<file path="src/core/loop_status_defs.svh">
// constants and field layout for the loop four status word
// Overview of operation
// - set save-done when nonvolatile copy finishes
// - host save request rise starts write
// - save request set clears save-done
// - save-done clear after power-up
// - sensor fault: absent, open, over span
// - unused bits 13, 7:5, 2 read zero
// - fatal fault on junction or watchdog
// - standby until first refresh after restart
// - set new-constants flag on autotune result
// - flag clears once constants transferred
// - setting error on invalid host setting
// - stopped bit set while control halted
// - control output bit mirrors output
// - autotune bit set while tuning runs
// - alarm bits follow alarm range checks
// - reload command clears new-constants flag
// - host stop bit drives stopped status
`ifndef LOOP_STATUS_DEFS_SVH
`define LOOP_STATUS_DEFS_SVH
`define LSW_OFFSET 8'h13
`define LSW_RESET 16'h0000
`define LSW_SAVE_DONE 15
`define LSW_SENSOR 14
`define LSW_FATAL 12
`define LSW_STANDBY 11
`define LSW_NEW_PID 10
`define LSW_SET_ERR 9
`define LSW_STOPPED 8
`define LSW_CTRL_OUT 4
`define LSW_AUTOTUNE 3
`define LSW_ALARM1 1
`define LSW_ALARM2 0
`define LSW_UNUSED_MASK 16'h20E4
`endif

</file>
<file path="src/core/loop_status_pkg.sv">
// types for the loop four status word
`default_nettype none
package loop_status_pkg;
	typedef logic [15:0] word_t;
	typedef enum logic [1:0] {save_idle, save_busy, save_done} save_state_e;
endpackage
`default_nettype wire

</file>
<file path="src/core/pin_sync.sv">
// two flip-flop synchroniser, one per bit
`default_nettype none
module pin_sync #(
	parameter int WIDTH = 8
) (
	input wire logic clock,
	input wire logic rst,
	input wire logic [WIDTH-1:0] async_in,
	output logic [WIDTH-1:0] sync_out
);
	logic [WIDTH-1:0] meta_q;
	genvar i;
	generate
		for (i = 0; i < WIDTH; i++)
		begin : g_bit
			always_ff @(posedge clock or posedge rst)
			begin
				if (rst)
				begin
					meta_q[i] <= 1'b0;
					sync_out[i] <= 1'b0;
				end
				else
				begin
					meta_q[i] <= async_in[i];
					sync_out[i] <= meta_q[i];
				end
			end
		end
	endgenerate
endmodule // pin_sync
`default_nettype wire

</file>
<file path="src/core/temp_loop_status_word.sv">
// status word generator for control loop four
`include "loop_status_defs.svh"
`default_nettype none
module temp_loop_status_word (
	input wire logic clock,
	input wire logic rst,
	input wire logic io_refresh,
	input wire logic save_request_bit,
	input wire logic reload_tuning_constants_bit,
	input wire logic stop_command_bit,
	input wire logic nvm_write_done,
	input wire logic sensor_absent,
	input wire logic sensor_open,
	input wire logic input_over_span,
	input wire logic junction_fault,
	input wire logic host_watchdog_timeout,
	input wire logic tuning_result,
	input wire logic constants_sent,
	input wire logic setting_invalid,
	input wire logic control_output,
	input wire logic tuning_running,
	input wire logic in_first_alarm_range,
	input wire logic in_second_alarm_range,
	input wire logic [7:0] reg_addr,
	output logic nvm_write_start,
	output loop_status_pkg::word_t reg_rdata,
	output loop_status_pkg::word_t loop_four_status_word
);
	// ========================================
	// pin synchronisers
	// ========================================
	localparam int NPIN = 12;
	logic [NPIN-1:0] pins_sync;
	pin_sync #(.WIDTH(NPIN)) u_sync (
		.clock(clock),
		.rst(rst),
		.async_in({nvm_write_done, sensor_absent, sensor_open,
			input_over_span, junction_fault, tuning_result,
			constants_sent, setting_invalid, control_output,
			tuning_running, in_first_alarm_range,
			in_second_alarm_range}),
		.sync_out(pins_sync)
	);
	logic done_s, absent_s, open_s, span_s, junc_s, result_s;
	logic sent_s, inval_s, out_s, tune_s, al1_s, al2_s;
	assign {done_s, absent_s, open_s, span_s, junc_s, result_s,
		sent_s, inval_s, out_s, tune_s, al1_s, al2_s} = pins_sync;

	// ========================================
	// save sequence
	// ========================================
	loop_status_pkg::save_state_e save_q;
	logic save_req_q, reload_q;
	logic save_rise, reload_rise;
	assign save_rise = save_request_bit && !save_req_q;
	assign reload_rise = reload_tuning_constants_bit && !reload_q;
	always_ff @(posedge clock or posedge rst)
	begin
		if (rst)
		begin
			save_req_q <= 1'b0;
			reload_q <= 1'b0;
		end
		else
		begin
			save_req_q <= save_request_bit;
			reload_q <= reload_tuning_constants_bit;
		end
	end
	// save-done off from reset until a requested save finishes
	always_ff @(posedge clock or posedge rst)
	begin
		if (rst)
			save_q <= loop_status_pkg::save_idle;
		else
		begin
			case (save_q)
				loop_status_pkg::save_idle:
					if (save_rise)
						save_q <= loop_status_pkg::save_busy;
				loop_status_pkg::save_busy:
					if (done_s)
						save_q <= loop_status_pkg::save_done;
				loop_status_pkg::save_done:
					if (save_rise)
						save_q <= loop_status_pkg::save_busy;
				default:
					save_q <= loop_status_pkg::save_idle;
			endcase
		end
	end
	assign nvm_write_start = save_rise;

	// ========================================
	// tuning constants flag
	// ========================================
	logic new_tuning_constants_flag_q;
	// a fresh result beats a simultaneous reload so it is not lost
	always_ff @(posedge clock or posedge rst)
	begin
		if (rst)
			new_tuning_constants_flag_q <= 1'b0;
		else if (result_s)
			new_tuning_constants_flag_q <= 1'b1;
		else if (reload_rise || sent_s)
			new_tuning_constants_flag_q <= 1'b0;
	end

	// ========================================
	// standby until first refresh
	// ========================================
	logic standby_q;
	always_ff @(posedge clock or posedge rst)
	begin
		if (rst)
			standby_q <= 1'b1;
		else if (io_refresh)
			standby_q <= 1'b0;
	end

	// ========================================
	// word assembly and snapshot
	// ========================================
	loop_status_pkg::word_t live_d;
	always_comb
	begin
		live_d = `LSW_RESET;
		live_d[`LSW_SAVE_DONE] = (save_q == loop_status_pkg::save_done);
		live_d[`LSW_SENSOR] = absent_s || open_s || span_s;
		live_d[`LSW_FATAL] = junc_s || host_watchdog_timeout;
		live_d[`LSW_STANDBY] = standby_q;
		live_d[`LSW_NEW_PID] = new_tuning_constants_flag_q;
		live_d[`LSW_SET_ERR] = inval_s;
		live_d[`LSW_STOPPED] = stop_command_bit;
		live_d[`LSW_CTRL_OUT] = out_s;
		live_d[`LSW_AUTOTUNE] = tune_s;
		live_d[`LSW_ALARM1] = al1_s;
		live_d[`LSW_ALARM2] = al2_s;
	end
	// standby is shown in the snapshot taken at the first refresh
	always_ff @(posedge clock or posedge rst)
	begin
		if (rst)
			loop_four_status_word <= `LSW_RESET;
		else if (io_refresh)
			loop_four_status_word <= live_d;
	end
	always_ff @(posedge clock or posedge rst)
	begin
		if (rst)
			reg_rdata <= `LSW_RESET;
		else if (reg_addr == `LSW_OFFSET)
			reg_rdata <= loop_four_status_word;
		else
			reg_rdata <= `LSW_RESET;
	end

	// ========================================
	// assertions
	// ========================================
	a_unused_zero: assert property (@(posedge clock) disable iff (rst)
		(loop_four_status_word & `LSW_UNUSED_MASK) == 16'h0000)
		else $error("unused status bits not zero");
	a_save_start: assert property (@(posedge clock) disable iff (rst)
		$rose(save_request_bit) |-> nvm_write_start)
		else $error("save rise did not start write");
	a_start_pulse: assert property (@(posedge clock) disable iff (rst)
		nvm_write_start |=> !nvm_write_start)
		else $error("write start longer than one cycle");
	a_save_clear: assert property (@(posedge clock) disable iff (rst)
		save_rise |=> save_q != loop_status_pkg::save_done)
		else $error("save-done not cleared by request");
	a_save_done: assert property (@(posedge clock) disable iff (rst)
		save_q == loop_status_pkg::save_busy && done_s && !save_rise
		|=> save_q == loop_status_pkg::save_done)
		else $error("save completion not flagged");
	a_idle_nodone: assert property (@(posedge clock) disable iff (rst)
		save_q == loop_status_pkg::save_idle && !save_rise
		|=> save_q == loop_status_pkg::save_idle)
		else $error("save-done without request");
	a_standby_drop: assert property (@(posedge clock) disable iff (rst)
		io_refresh |=> !standby_q && loop_four_status_word[`LSW_STANDBY]
		== $past(standby_q))
		else $error("standby not handled at refresh");
	a_pid_set: assert property (@(posedge clock) disable iff (rst)
		result_s |=> new_tuning_constants_flag_q)
		else $error("new constants flag not set");
	a_pid_reload: assert property (@(posedge clock) disable iff (rst)
		reload_rise && !result_s |=> !new_tuning_constants_flag_q)
		else $error("reload did not clear flag");
	a_snapshot: assert property (@(posedge clock) disable iff (rst)
		!io_refresh |=> $stable(loop_four_status_word))
		else $error("word changed between refreshes");
	a_stop_mirror: assert property (@(posedge clock) disable iff (rst)
		io_refresh |=> loop_four_status_word[`LSW_STOPPED]
		== $past(stop_command_bit))
		else $error("stopped bit wrong");
	a_sensor_flag: assert property (@(posedge clock) disable iff (rst)
		io_refresh |=> loop_four_status_word[`LSW_SENSOR]
		== $past(absent_s || open_s || span_s))
		else $error("sensor fault bit wrong");
	a_fatal_flag: assert property (@(posedge clock) disable iff (rst)
		io_refresh |=> loop_four_status_word[`LSW_FATAL]
		== $past(junc_s || host_watchdog_timeout))
		else $error("fatal fault bit wrong");
	a_done_word: assert property (@(posedge clock) disable iff (rst)
		io_refresh |=> loop_four_status_word[`LSW_SAVE_DONE]
		== $past(save_q == loop_status_pkg::save_done))
		else $error("save-done bit wrong");
	// read port lags the snapshot by one edge
	a_read_back: assert property (@(posedge clock) disable iff (rst)
		reg_addr == `LSW_OFFSET |=> reg_rdata
		== $past(loop_four_status_word))
		else $error("read data not the status word");
	c_save_cycle: cover property (@(posedge clock) disable iff (rst)
		save_q == loop_status_pkg::save_busy ##[1:50]
		save_q == loop_status_pkg::save_done);
	c_reload: cover property (@(posedge clock) disable iff (rst)
		new_tuning_constants_flag_q ##1 reload_rise);
	c_refresh: cover property (@(posedge clock) disable iff (rst)
		standby_q ##1 io_refresh);
	c_pid_clash: cover property (@(posedge clock) disable iff (rst)
		result_s && reload_rise);
endmodule // temp_loop_status_word
`default_nettype wire

</file>
<file path="config.mk">
export PLATFORM = sky130hd
export DESIGN_NAME = temp_loop_status_word
export DESIGN_NICKNAME = d
export VERILOG_FILES = /design/src/core/loop_status_pkg.sv /design/src/core/pin_sync.sv /design/src/core/temp_loop_status_word.sv
export VERILOG_INCLUDE_DIRS = /design/src /design/src/core
export SDC_FILE = /design/constraint.sdc
export NUM_CORES = 1
export LEC_CHECK = 0
export ABC_AREA = 0
export BUFFER_PORTS_ARGS = -buffer_cell sky130_fd_sc_hd__clkbuf_2
export CORE_ASPECT_RATIO = 1.4
export CORE_UTILIZATION = 43
export DETAILED_ROUTE_END_ITERATION = 8
export HOLD_SLACK_MARGIN = 0.02
export PLACE_DENSITY = 0.7
export SETUP_SLACK_MARGIN = 0.15
export SKIP_CTS_REPAIR_TIMING = 1
export SYNTH_ARGS = -nofsm -noshare
export SYNTH_HDL_FRONTEND = slang
export SYNTH_SLANG_ARGS = --single-unit
export TNS_END_PERCENT = 50
</file>
<file path="constraint.sdc">
create_clock -name clock -period 2.5 [get_ports clock]
set_input_delay 0.5 -clock clock [delete_from_list [all_inputs] [get_ports clock]]
set_output_delay 0.5 -clock clock [all_outputs]
set_load 0.02 [all_outputs]
</file>
Word level (Yosys, flattened, before mapping)
Index checks and enable logic that the tools add are counted.
{ "totals": {"input_bits": 27, "out_inout_bits": 33, "wordCells": 54, "ff_bits": 57} }
{ "op_classes": {"n_eq_ne": 5, "reduce_logical": 12, "mux": 6} }
{ "op_table": {"columns": ["op", "n"], "rows": [
  ["$mux W16", 1],
  ["$eq A8 B5 Y1 const B", 1],
  ["$logic_or A1 B1 Y1", 4],
  ["$mux W2", 2],
  ["$ne A2 B1 Y1 const B", 2],
  ["$pmux W2 S2", 1],
  ["$eq A2 B1 Y1 const B", 1],
  ["$eq A2 B2 Y1 const B", 1],
  ["$logic_and A1 B1 Y1", 2],
  ["$logic_not A1 Y1", 2],
  ["$logic_not A2 Y1", 1],
  ["$mux W1", 2],
  ["$reduce_and A2 Y1", 1],
  ["$reduce_bool A2 Y1", 1],
  ["$reduce_or A2 Y1", 1]
]} }

Logic depth before layout (Yosys ltp)
{ "depth": {"ltp_word": 5, "depth_mapped": 3, "ltp_nobuf": 2} }

Cells and area by module
Synthesis repeated with hierarchy kept, for this count alone.
{ "hier_totals": {"cells_unflattened": 124, "hier_area_um2": 1750.4} }
{ "by_module_without_submodules": {"columns": ["mod", "area_each_um2", "seq_area_each_um2", "cells_each", "instances"], "rows": [
  ["temp_loop_status_word", 1146.1, 701.9, 99, 1],
  ["pin_sync", 604.3, 600.6, 25, 1]
]} }

Worst setup path after synthesis
Ideal clock, no wire load.
{ "synth_timing": {"path_kind": "input to output", "start": "input port save_request_bit", "end": "output port nvm_write_start", "path_stages": 1, "path_buffers": 0, "arrival_ns": 0.884, "setup_slack_ns": 1.116, "required_ns": 2.000, "path_cell_list": "nor2b_1"} }
{ "synth_via": {"elab_chain_len": 1} }
{ "synth_rtl": {"columns": ["element", "line", "rtl"], "rows": [
  ["start, declared", "temp_loop_status_word.sv:8", "input wire logic save_request_bit,"],
  ["$logic_and A1 B1 Y1", "temp_loop_status_word.sv:55", "assign save_rise = save_request_bit && !save_req_q;"],
  ["end, declared", "temp_loop_status_word.sv:25", "output logic nvm_write_start,"]
]} }
No other way between the ends.

Worst setup path after layout
{ "layout_timing": {"start": "register save_req_q", "end": "output port nvm_write_start"} }
{ "layout_via": {"elab_chain_len": 2} }
{ "layout_rtl": {"columns": ["element", "line", "rtl"], "rows": [
  ["start, declared", "temp_loop_status_word.sv:53", "logic save_req_q, reload_q;"],
  ["start signal, assigned", "temp_loop_status_word.sv:66", "save_req_q <= save_request_bit;"],
  ["$logic_not A1 Y1", "temp_loop_status_word.sv:55", null],
  ["$logic_and A1 B1 Y1", "temp_loop_status_word.sv:55", null]
]} }
No other way between the ends.

==> flow_metrics.tcl <==
set metrics [dict create \
    power_density_nw_per_um2 721.3 \
    fin_cells 221 \
    pin_count 60 \
    ys_seq_area_share_pct 74.36 \
    clk_pin_slew_worst_paths_ns 0.09 \
    rsz0062_at_grt "false" \
    track_usage_pct 12.49 \
    crit_path_end_kind "output pin" \
    final_cell_mix "dfrtp_1 (51), clkbuf_2 (49), inv_1 (12)" \
    clk_latency_ns 0.29 \
    core_um2 3919 \
    fin_crit_ns 1.568 \
    drtPass1Iterations 4 \
    h-tree-depth 2 \
    slew_violations 0 \
    cts_buffer_depth 2 \
    drc_errors 0 \
    die_x_um 55.94 \
    finalInstanceArea_um2 2106 \
    clock_sinks 52 \
    viasPerCell 4.448 \
    drtIter0Drc 6 \
    start_util_pct 44.70 \
    outcome "finished, final reports clean" \
    final_nets 204 \
    finalPower_w 0.001519 \
    r2r_start "reload_q$_DFF_PP0_" \
    wl_per_cell_um 10.95 \
    design.die.area_um2 4336 \
    diodes 0 \
    final_core_util_pct 53.74 \
    arrival_ns 1.07 \
    skew_ns 0.002715 \
    ant_nets 0 \
    dp_cells 213 \
    ir_drop_uv 563.4 \
    fp.dieH_um 77.52 \
    synth_seq_cells 52 \
    r2r_slack_ns 1.67 \
    avgSynthCellArea_um2 14.24 \
    root_buffer "clkbuf_8" \
    grt_pass1_wl_um 4202 \
    synth_warnings 0 \
    syn-instance-count 123 \
    antenna_found_initial 0 \
    grt_pass1_vias 963 \
    syn2layout_area_growth_pct 20.21 \
    grt_max_degree 26 \
    routabilityCongestion 0.7585 \
    io_buffers 49 \
    setup.worst_path.class "reg2out" \
    final_layout_size_suffix_gt1_share_pct 42.13 \
    numCtsBuffers 5 \
    fillerInstances 345 \
    finalSetupTns_ns 0 \
    layout_commonest_cell "dfrtp_1" \
    reg2reg_depth 2 \
    place_area_um2 2008 \
    hold_viol_final 0 \
    worst-path-max-fanout 3 \
    leakage_nw 1.077 \
    overflow 0 \
    vias 983 \
    synth_cell_types 23 \
    cts_tree "built" \
    timing.fmax_mhz 637.9 \
    r2r-end "new_tuning_constants_flag_q$_DFFE_PP0P_" \
    dp_hpwl_um 1865 \
    rows 27 \
    fin_crit_sh_pct 62.71 \
    finalSetupViolCount 0 \
    min_path_type "in2async" \
    maxCapViolCount 0 \
    wirelength_um 2421 \
    cp.required_ns 2.00 \
    syn_area_um2 1752 \
    cp-start-kind "flip-flop" \
]
-- registers in the layout, summed over array words and instances (netlist names) --
| register | count |
|---|---|
| u_sync.sync_out | 12 |
| standby_q | 1 |
| new_tuning_constants_flag_q | 1 |
| reload_q | 1 |
| save_req_q | 1 |
| loop_four_status_word | 11 |
| reg_rdata | 11 |
| save_q | 2 |
| u_sync.meta_q | 12 |
-- cell type report --
cell class	count	area, um2	share of cell area (%)
inverter	13	48.80	2.317
clock buffer	6	82.58	3.922
tap	43	53.80	2.555
timing repair buffer	52	267.8	12.72
multi-input combinational	53	335.3	15.92
clock inverter	2	15.01	0.7130
sequential	52	1303	61.85
-- cells by family after synthesis --
kind of cell | Yosys count | share of synthesized area (%)
AO/OA/AOI/OAI | 14 | 4.429
buffers and inverters | 27 | 8.428
flip-flops | 52 | 74.36
multiplexers | 2 | 1.214
other | 1 | 0.2141
AND/OR/NAND/NOR | 27 | 11.36
-- worst max-delay path, stage by stage, from the launching register on --
cell and delay (ns):
dfrtp_1 0.38, nor2b_1 0.19, clkbuf_2 0.21
-- synth_stat cells --
cell type	instances	share of area, %
dfrtp_1	51	73
inv_1	13	2.8
o21ai_0	11	3.1
buf_4	10	4.3
nand2_1	9	1.9
nor3_2	9	5.1
clkbuf_1	2	0.43
nand2b_1	2	0.71
nor2b_1	2	0.71
a31o_2	1	0.50
buf_2	1	0.29
buf_6	1	0.64
conb_1	1	0.21
dfstp_2	1	1.5
mux2_2	1	0.64
mux2i_1	1	0.57
nand4bb_1	1	0.64
nor2_1	1	0.21
nor3_1	1	0.29
nor3_4	1	0.93
o22ai_1	1	0.36
o31ai_1	1	0.43
or4b_4	1	0.79
-- layer usage --
metal	track usage [%]	up-vias	wire length, um
met2	21.08	36	1338
met4	6.341	0	53
met5	0	-	0
met3	3.833	6	148
li1	-	477	-
met1	14.25	464	880
-- where the power goes --
| part | internal (W) | switching (W) | total, W |
|---|---|---|---|
| clock | 0.000224 | 0.000253 | 0.000477 |
| combinational | 0.0000458 | 0.0000916 | 0.000137 |
| sequential | 0.000885 | 0.0000202 | 0.000905 |
| total | 0.00115 | 0.000364 | 0.00152 |
-- how the worst max path moves through the flow --
stage                              start                                    to  slack, ns
finish              save_req_q$_DFF_PP0_                       nvm_write_start       0.93
floorplan                            rst  loop_four_status_word[0]$_DFFE_PP0P_       0.74
global route        save_req_q$_DFF_PP0_                       nvm_write_start       0.88
CTS                 save_req_q$_DFF_PP0_                       nvm_write_start       0.92
detailed placement           reg_addr[5]               reg_rdata[15]$_DFF_PP0_       0.97
global placement             reg_addr[5]               reg_rdata[15]$_DFF_PP0_       1.03
-- per-stage QoR --
step,hold slack (ns),setup slack [ns]
floorplan,0.3312,0.7438
CTS,0.2104,0.9189
global placement,0.3316,1.033
detailed placement,0.3355,0.9689
global route,0.2362,0.8819
finish,0.2049,0.9323
(Power assumes the default switching activity.)
